===== src/include/atf_defs.svh =====
// width, bit positions, masks, reset values and counts of the task file register block
`ifndef ATF_DEFS_SVH
`define ATF_DEFS_SVH

`define ATF_DATA_W          16
// error cause bit positions
`define ATF_ERR_BAD_BLOCK   7
`define ATF_ERR_UNCORR      6
`define ATF_ERR_NOT_FOUND   4
`define ATF_ERR_ABORTED     2
`define ATF_ERR_GENERAL     0
// positions that exist in the error byte; the rest read zero
`define ATF_ERR_LIVE_MASK   8'hd5
// status bit positions
`define ATF_ST_BUSY         7
`define ATF_ST_READY        6
`define ATF_ST_WFAULT       5
`define ATF_ST_SEEKDONE     4
`define ATF_ST_DATAREQ      3
`define ATF_ST_CORR         2
`define ATF_ST_ERR          0
// drive/head byte fields
`define ATF_DEV_LBA_BIT     6
`define ATF_DEV_FIXED_ONES  8'ha0
`define ATF_DEV_HEAD_MASK   8'h0f
// sector count meaning of a zero load
`define ATF_SECTORS_ZERO    9'h100
// reset values
`define ATF_RST_BYTE        8'h00
`define ATF_RST_WORD        16'h0000

`endif


===== src/include/atf_pkg.sv =====
// types of the task file register block
package atf_pkg;

    typedef enum logic {
        ATF_IDLE,
        ATF_BUSY
    } atf_phase_t;

    // register contents carried by a host-to-device frame
    typedef struct packed {
        logic       valid;
        logic       is_cmd;
        logic [7:0] command;
        logic [7:0] feature;
        logic [7:0] count;
        logic [7:0] lba_low;
        logic [7:0] lba_mid;
        logic [7:0] lba_high;
        logic [7:0] device;
    } atf_h2d_t;

    // register contents carried by a device-to-host frame
    typedef struct packed {
        logic       valid;
        logic [7:0] status;
        logic [7:0] error;
        logic [7:0] count;
        logic [7:0] lba_low;
        logic [7:0] lba_mid;
        logic [7:0] lba_high;
        logic [7:0] device;
    } atf_d2h_t;

    // command handed to the media engine
    typedef struct packed {
        logic        valid;
        logic [7:0]  command;
        logic [7:0]  feature;
        logic [8:0]  sectors;
        logic        lba_mode;
        logic [27:0] address;
    } atf_cmd_t;

    typedef struct packed {
        logic bad_block_flag;
        logic uncorrectable_flag;
        logic sector_not_found_flag;
        logic command_aborted_flag;
        logic general_error_flag;
    } atf_causes_t;

    typedef struct packed {
        logic        valid;
        logic [15:0] data;
    } atf_word_t;

    typedef struct packed {
        atf_phase_t phase;
        logic [7:0] feature;
        logic [7:0] count;
        logic [7:0] lba_low;
        logic [7:0] lba_mid;
        logic [7:0] lba_high;
        logic [7:0] device;
        logic [7:0] error;
        logic       err_flag;
        logic       corr_seen;
        logic [8:0] remaining;
        atf_d2h_t   d2h;
        atf_cmd_t   cmd;
        atf_word_t  wr_word;
        logic       wr_ready;
        atf_word_t  rd_word;
        logic       rd_ready;
    } atf_state_t;

endpackage


===== src/hw/atf_task_file.sv =====
// task file register bank of a serial storage device, carried in register frames
`timescale 1ns/1ps
`include "atf_defs.svh"

module atf_task_file
    import atf_pkg::*;
#(
    parameter int DATA_W = `ATF_DATA_W
) (
    input  wire logic        i_clock,
    input  wire logic        i_rst,
    input  wire logic        i_clk_en,
    input  wire atf_h2d_t    i_h2d,
    output atf_d2h_t         o_d2h,
    output atf_cmd_t         o_cmd,
    input  wire logic        i_drive_ready,
    input  wire logic        i_write_fault,
    input  wire logic        i_sector_done,
    input  wire logic        i_corrected,
    input  wire logic        i_cmd_end,
    input  wire atf_causes_t i_causes,
    input  wire atf_word_t   i_host_word,
    output logic             o_host_ready,
    output atf_word_t        o_buf_word,
    input  wire logic        i_buf_ready,
    input  wire atf_word_t   i_buf_rd_word,
    output logic             o_buf_rd_ready,
    output atf_word_t        o_host_rd_word,
    input  wire logic        i_host_rd_ready
);

    // ****************************************************************
    // parameter check
    // ****************************************************************
    // the frame word carriers are fixed at sixteen bits
    generate
        if (DATA_W != `ATF_DATA_W) begin : g_bad_width
            $error("atf_task_file: DATA_W must be 16");
        end
    endgenerate

    // ****************************************************************
    // state
    // ****************************************************************
    atf_state_t state_ff;
    atf_state_t nxt_state;

    logic [7:0] cause_bits;
    logic       cause_any;
    logic [8:0] left_after;
    logic       send_frame;
    logic [7:0] status_byte;

    // error cause byte assembled from the engine outcome
    always_comb begin
        cause_bits = `ATF_RST_BYTE;
        cause_bits[`ATF_ERR_BAD_BLOCK] = i_causes.bad_block_flag;
        cause_bits[`ATF_ERR_UNCORR]    = i_causes.uncorrectable_flag;
        cause_bits[`ATF_ERR_NOT_FOUND] = i_causes.sector_not_found_flag;
        cause_bits[`ATF_ERR_ABORTED]   = i_causes.command_aborted_flag;
        cause_bits[`ATF_ERR_GENERAL]   = i_causes.general_error_flag;
        cause_any = |cause_bits;
    end

    // ****************************************************************
    // next state
    // ****************************************************************
    always_comb begin
        nxt_state = state_ff;
        nxt_state.d2h.valid = 1'b0;
        nxt_state.cmd.valid = 1'b0;
        send_frame = 1'b0;
        left_after = state_ff.remaining;
        status_byte = `ATF_RST_BYTE;

        if (state_ff.wr_word.valid && i_buf_ready) begin
            nxt_state.wr_word.valid = 1'b0;
        end
        if (state_ff.wr_ready && i_host_word.valid) begin
            nxt_state.wr_word = i_host_word;
        end
        // buffer words out to the host
        if (state_ff.rd_word.valid && i_host_rd_ready) begin
            nxt_state.rd_word.valid = 1'b0;
        end
        if (state_ff.rd_ready && i_buf_rd_word.valid) begin
            nxt_state.rd_word = i_buf_rd_word;
        end

        // a correction does not end the command; it is set only while busy, so it never meets the accept clear
        if (state_ff.phase == ATF_BUSY && i_corrected) begin
            nxt_state.corr_seen = 1'b1;
        end

        case (state_ff.phase)
            ATF_IDLE: begin
                // writes while busy are refused, so only idle frames load registers
                if (i_h2d.valid) begin
                    nxt_state.feature  = i_h2d.feature;
                    nxt_state.count    = i_h2d.count;
                    // start sector or address low byte
                    nxt_state.lba_low  = i_h2d.lba_low;
                    // cylinder low or address mid byte
                    nxt_state.lba_mid  = i_h2d.lba_mid;
                    // cylinder high or address high byte
                    nxt_state.lba_high = i_h2d.lba_high;
                    // drive select bit ignored, one device only
                    nxt_state.device   = (i_h2d.device & `ATF_DEV_HEAD_MASK)
                                       | (i_h2d.device & (8'h01 << `ATF_DEV_LBA_BIT))
                                       | `ATF_DEV_FIXED_ONES;
                    if (i_h2d.is_cmd) begin
                        nxt_state.error     = `ATF_RST_BYTE;
                        nxt_state.err_flag  = 1'b0;
                        nxt_state.corr_seen = 1'b0;
                        nxt_state.remaining = (i_h2d.count == 8'h00) ? `ATF_SECTORS_ZERO
                                                                     : {1'b0, i_h2d.count};
                        if (!i_drive_ready || i_write_fault) begin
                            // abort on not ready or write fault
                            nxt_state.error[`ATF_ERR_ABORTED] = 1'b1;
                            nxt_state.err_flag = 1'b1;
                            send_frame = 1'b1;
                        end else begin
                            nxt_state.phase       = ATF_BUSY;
                            nxt_state.cmd.valid   = 1'b1;
                            nxt_state.cmd.command = i_h2d.command;
                            nxt_state.cmd.feature = i_h2d.feature;
                            nxt_state.cmd.sectors = nxt_state.remaining;
                            nxt_state.cmd.lba_mode = i_h2d.device[`ATF_DEV_LBA_BIT];
                            // head select bits complete the address
                            nxt_state.cmd.address = {i_h2d.device[3:0], i_h2d.lba_high,
                                                     i_h2d.lba_mid, i_h2d.lba_low};
                        end
                    end
                end
            end
            ATF_BUSY: begin
                if (i_sector_done && state_ff.remaining != 9'h000) begin
                    left_after = 9'(state_ff.remaining - 9'h001);
                end
                nxt_state.remaining = left_after;
                if (i_cmd_end) begin
                    nxt_state.phase    = ATF_IDLE;
                    nxt_state.error    = cause_bits;
                    nxt_state.err_flag = cause_any;
                    // success leaves zero, failure leaves the rest
                    nxt_state.count    = cause_any ? left_after[7:0] : 8'h00;
                    send_frame = 1'b1;
                end
            end
            default: begin
                nxt_state.phase = ATF_IDLE;
            end
        endcase

        // status only leaves in completion frames
        status_byte[`ATF_ST_BUSY]     = 1'b0;
        status_byte[`ATF_ST_READY]    = i_drive_ready;
        status_byte[`ATF_ST_WFAULT]   = i_write_fault;
        status_byte[`ATF_ST_SEEKDONE] = i_drive_ready;
        status_byte[`ATF_ST_DATAREQ]  = 1'b0;
        status_byte[`ATF_ST_CORR]     = nxt_state.corr_seen;
        // error flag in status bit 0
        status_byte[`ATF_ST_ERR]      = nxt_state.err_flag;

        if (send_frame) begin
            // completion frame carries status, error, count, address and device registers, but not feature
            nxt_state.d2h.valid    = 1'b1;
            nxt_state.d2h.status   = status_byte;
            // unused cause positions forced to zero
            nxt_state.d2h.error    = nxt_state.error & `ATF_ERR_LIVE_MASK;
            nxt_state.d2h.count    = nxt_state.count;
            nxt_state.d2h.lba_low  = nxt_state.lba_low;
            nxt_state.d2h.lba_mid  = nxt_state.lba_mid;
            nxt_state.d2h.lba_high = nxt_state.lba_high;
            nxt_state.d2h.device   = nxt_state.device;
        end

        // data moves only while a command runs; registered ready avoids a loop
        nxt_state.wr_ready = (nxt_state.phase == ATF_BUSY) && !nxt_state.wr_word.valid;
        nxt_state.rd_ready = (nxt_state.phase == ATF_BUSY) && !nxt_state.rd_word.valid;
    end

    // ****************************************************************
    // registers
    // ****************************************************************
    always_ff @(posedge i_clock) begin
        if (i_rst) begin
            state_ff <= '0;
        end else if (i_clk_en) begin
            state_ff <= nxt_state;
        end
    end

    assign o_d2h          = state_ff.d2h;
    assign o_cmd          = state_ff.cmd;
    assign o_host_ready   = state_ff.wr_ready;
    assign o_buf_word     = state_ff.wr_word;
    assign o_buf_rd_ready = state_ff.rd_ready;
    assign o_host_rd_word = state_ff.rd_word;

endmodule


===== config.mk =====
export PLATFORM = sky130hd
export DESIGN_NAME = atf_task_file
export DESIGN_NICKNAME = d
export VERILOG_FILES = /design/src/include/atf_pkg.sv /design/src/hw/atf_task_file.sv
export VERILOG_INCLUDE_DIRS = /design/src /design/src/include
export SDC_FILE = /design/constraint.sdc
export NUM_CORES = 1
export LEC_CHECK = 0
export ABC_AREA = 1
export ABC_CLOCK_PERIOD_IN_PS = 2300
export BUFFER_PORTS_ARGS = -buffer_cell sky130_fd_sc_hd__buf_4
export CORE_MARGIN = 5
export CORE_UTILIZATION = 47
export CTS_CLUSTER_SIZE = 30
export DETAILED_ROUTE_END_ITERATION = 10
export PLACE_DENSITY = 0.84
export SLEW_MARGIN = 15
export SYNTH_ARGS = -nofsm -noshare
export SYNTH_HDL_FRONTEND = slang
export SYNTH_SLANG_ARGS = --single-unit
export TNS_END_PERCENT = 20

===== constraint.sdc =====
create_clock -name i_clock -period 2.3 [get_ports i_clock]
set_input_delay 0.46 -clock i_clock [delete_from_list [all_inputs] [get_ports i_clock]]
set_output_delay 0.46 -clock i_clock [all_outputs]
set_load 0.1 [all_outputs]

==> metrics.txt <==
# TYPE chip_impl_metric gauge
chip_impl_info{name="run_status",value="completed"} 1
chip_impl_metric{name="grt_pass1_vias",unit=""} 7361
chip_impl_metric{name="fp.dieArea",unit="sq mm"} 0.02187
chip_impl_metric{name="io_pins",unit=""} 255
chip_impl_metric{name="synth-seq-cells",unit=""} 198
chip_impl_metric{name="detailroute.via_count",unit=""} 7875
chip_impl_metric{name="port-buffer-count",unit=""} 245
chip_impl_metric{name="rows",unit=""} 50
chip_impl_metric{name="viasPerCell",unit=""} 5.127
chip_impl_metric{name="chipHeight",unit="microns"} 147.9
chip_impl_metric{name="syn-cell-area",unit="sq mm"} 0.008937
chip_impl_metric{name="timing.hold.ws",unit="ns"} 0.2848
chip_impl_metric{name="synth_seq_area_share",unit="%"} 44.35
chip_impl_metric{name="clock_pin_transition_on_the_worst_setup_and_hold_timing_paths",unit="ns"} 0.07
chip_impl_metric{name="drt_pass1_iterations",unit=""} 5
chip_impl_metric{name="final.setup.worst_slack",unit="ns"} 0.4072
chip_impl_metric{name="multi_input_comb_area",unit="sq mm"} 0.003224
chip_impl_info{name="grt_setup_unrepaired",value="false"} 1
chip_impl_metric{name="cts_resized",unit=""} 0
chip_impl_metric{name="grt_usage",unit="%"} 20.44
chip_impl_metric{name="timing_worst_slew_pin_value",unit="ns"} 0.6552
chip_impl_metric{name="cap_viol_max_count",unit=""} 0
chip_impl_metric{name="power.density_cell_area",unit="mW/mm^2"} 758.9
chip_impl_metric{name="clock_tree.htree_level_count",unit=""} 4
chip_impl_metric{name="crit_arrival",unit="ns"} 2.27
chip_impl_info{name="ranking_of_synthesized_cells_by_instance_count",value="sky130_fd_sc_hd__nand2_1 (258), sky130_fd_sc_hd__dfxtp_1 (198), sky130_fd_sc_hd__a21oi_1 (153)"} 1
chip_impl_metric{name="max_clock_freq",unit="MHz"} 528.3
chip_impl_metric{name="critical_path_peak_fanout",unit=""} 8
chip_impl_metric{name="cts.repair_timing.setup_buffer_count",unit=""} 0
chip_impl_metric{name="worst_slew_margin_rel",unit="%"} 56.31
chip_impl_metric{name="synth.distinct_cells",unit=""} 29
chip_impl_metric{name="vdd.ir_drop.worst",unit="V"} 0.0004896
chip_impl_info{name="ctsRootBufferMaster",value="sky130_fd_sc_hd__clkbuf_16"} 1
chip_impl_metric{name="min_period",unit="ns"} 1.893
chip_impl_metric{name="finalSetupViolCount",unit=""} 0
chip_impl_info{name="synth_largest_area_cell",value="sky130_fd_sc_hd__dfxtp_1"} 1
chip_impl_metric{name="post-place-ws",unit="ns"} 0.3249
chip_impl_metric{name="drt_iter0_markers",unit=""} 472
chip_impl_info{name="timing.hold.worst.class",value="in -> reg"} 1
chip_impl_info{name="postSynth.topFlopCell",value="sky130_fd_sc_hd__dfxtp_1"} 1
chip_impl_metric{name="floorplan.die.width",unit="microns"} 147.9
chip_impl_metric{name="final_min_period_over_clock_period",unit="%"} 82.30
chip_impl_metric{name="hold_buffers",unit=""} 0
chip_impl_metric{name="syn_avg_cell_area",unit="sq um"} 7.386
chip_impl_metric{name="worst_clock_skew",unit="ns"} 0.01041
chip_impl_info{name="cp-end-kind",value="flip-flop"} 1
chip_impl_metric{name="detail_route.drc_violations",unit=""} 0
chip_impl_metric{name="final_design_area_no_fill",unit="sq mm"} 0.01059
chip_impl_metric{name="fin_nets",unit=""} 1398
chip_impl_metric{name="synthArstFlopShare",unit="%"} 0
chip_impl_info{name="clock_tree_from_tritoncts",value="done"} 1
chip_impl_metric{name="wire_length_of_the_first_global_routing_pass",unit="microns"} 36760
chip_impl_metric{name="layout-drive-gt1-share",unit="%"} 23.58
chip_impl_metric{name="detail_route.wl_per_cell",unit="microns"} 15.30
chip_impl_metric{name="postRouteWirelength",unit="microns"} 23500
chip_impl_info{name="setup.worst_path.class",value="reg -> reg"} 1
chip_impl_metric{name="grt_remaining_overflow",unit=""} 0
chip_impl_metric{name="post_dp_cell_area",unit="sq mm"} 0.009981
chip_impl_metric{name="numClockSinks",unit=""} 198
chip_impl_info{name="netlist_top_cells_area",value="sky130_fd_sc_hd__dfxtp_1 (44%), sky130_fd_sc_hd__buf_4 (12%), sky130_fd_sc_hd__nand2_1 (11%)"} 1
chip_impl_metric{name="yosys_warnings",unit=""} 0
chip_impl_metric{name="grt_antenna_before_repair",unit=""} 0
chip_impl_metric{name="numCtsBuffers",unit=""} 17
chip_impl_metric{name="worstPathRequired",unit="ns"} 2.67
chip_impl_metric{name="ff_latch_area",unit="sq mm"} 0.003964
chip_impl_metric{name="core_area",unit="sq mm"} 0.01871
chip_impl_metric{name="synth_edf_count",unit=""} 0
chip_impl_metric{name="grt_start_max_net_pins",unit=""} 73
chip_impl_metric{name="cts_buffer_depth",unit=""} 2
chip_impl_metric{name="totalNegativeSetupSlack",unit="ns"} 0
chip_impl_info{name="most_frequent_cell_after_synthesis",value="sky130_fd_sc_hd__nand2_1"} 1
chip_impl_metric{name="slew_viol_final",unit=""} 0
chip_impl_metric{name="floorplan.initialDensity",unit="%"} 47.78
chip_impl_info{name="critical_path.startpoint_type",value="flip-flop"} 1
chip_impl_metric{name="flow.area_growth_from_synthesis",unit="%"} 18.49
chip_impl_metric{name="netlist_instances",unit=""} 1210
chip_impl_metric{name="place_hpwl",unit="microns"} 16310
chip_impl_metric{name="yosysTopAreaCellShare",unit="%"} 44.35
chip_impl_metric{name="final_antenna_net_count",unit=""} 0
chip_impl_metric{name="p_leak",unit="uW"} 0.004666
chip_impl_metric{name="antennaDiodeCount",unit=""} 0
chip_impl_metric{name="clock_latency",unit="ns"} 0.42
chip_impl_metric{name="count_of_final_hold_check_violations",unit=""} 0
chip_impl_metric{name="gp_congestion",unit=""} 0.9122
chip_impl_metric{name="fillerInstances",unit=""} 1713
where the power goes:
group / internal [uW] / switching (uW)
Sequential: 3550 / 61.9
Combinational: 370 / 936
Clock: 1770 / 1350
metal layers:
metal	vias to the layer above	wire, microns	track usage, %
met4	0	623	7.852
met1	3629	9752	24.64
met5	-	0	0
li1	3923	-	-
met3	51	1808	5.671
met2	272	11320	34.80
registers in the layout (all words and copies together), names as in the netlist:
register and count:
o_host_ready 1, o_cmd 55, o_host_rd_word 17, state_ff 57, o_d2h 50, o_buf_rd_ready 1, o_buf_word 17
kinds of logic after synthesis:
kind of cell | after synthesis | share of synthesized area (%)
adder cells (fa/ha/maj) | 1 | 0.1400
buffers and inverters | 322 | 19.87
multiplexers | 1 | 0.1120
AO/OA/AOI/OAI | 307 | 18.23
other | 1 | 0.04196
flip-flops | 198 | 44.35
AND/OR/NAND/NOR | 377 | 16.97
XOR/XNOR | 3 | 0.2940
metrics by stage:
step,utilization [%],total power (uW),std cells
6_report,56.62,8037,1536
5_1_grt,56.62,8354,1536
4_1_cts,56.62,8100,1536
3_5_place_dp,53.36,4990,1505
3_3_place_gp,53.36,4969,1505
2_1_floorplan,-,4678,1215
cells in the final DEF, fill, tap and decap left out, drive strengths merged, types with 3 or more instances in the layout:
| cell | n |
|---|---|
| a31oi | 23 |
| clkinv | 4 |
| dfxtp | 198 |
| nor2 | 54 |
| a21oi | 154 |
| nand3 | 59 |
| o21ai | 105 |
| inv | 112 |
| a211oi | 12 |
| nand2 | 259 |
| buf | 268 |
| nand4 | 5 |
| o22ai | 11 |
| clkbuf | 20 |
| conb | 6 |
| bufinv | 3 |
worst max-delay path, stage by stage, from the launching register on:
cell	delay [ns]
sky130_fd_sc_hd__dfxtp_1	0.33
sky130_fd_sc_hd__inv_1	0.14
sky130_fd_sc_hd__ha_1	0.27
sky130_fd_sc_hd__nand2_1	0.12
sky130_fd_sc_hd__nor2_1	0.18
sky130_fd_sc_hd__nand2_1	0.09
sky130_fd_sc_hd__nand2_1	0.23
sky130_fd_sc_hd__nand2_1	0.09
sky130_fd_sc_hd__nand2_1	0.10
sky130_fd_sc_hd__nand2_1	0.08
sky130_fd_sc_hd__nand3_1	0.12
sky130_fd_sc_hd__nand2_1	0.06
sky130_fd_sc_hd__inv_1	0.04
cell type report:
type / instances / area share, %
repair buffers: 268 / 19.71
clock buffers: 20 / 4.218
inverters: 110 / 3.899
well taps: 234 / 2.765
flip-flops and latches: 198 / 37.43
multi-input cells: 695 / 30.45
clock inverters: 11 / 1.536
path summary, 6_finish.rpt:
path            startpoint       endpoint  slack [ns]  cells after the start
min reg2reg  state_ff[186]  state_ff[186]        0.44                      2
min              i_h2d[45]      o_cmd[43]        0.28                      3
max          state_ff[148]      o_d2h[36]        0.41                     12
max reg2reg  state_ff[148]      o_d2h[36]        0.41                     12
No activity file was read; power rests on OpenSTA's default activity.
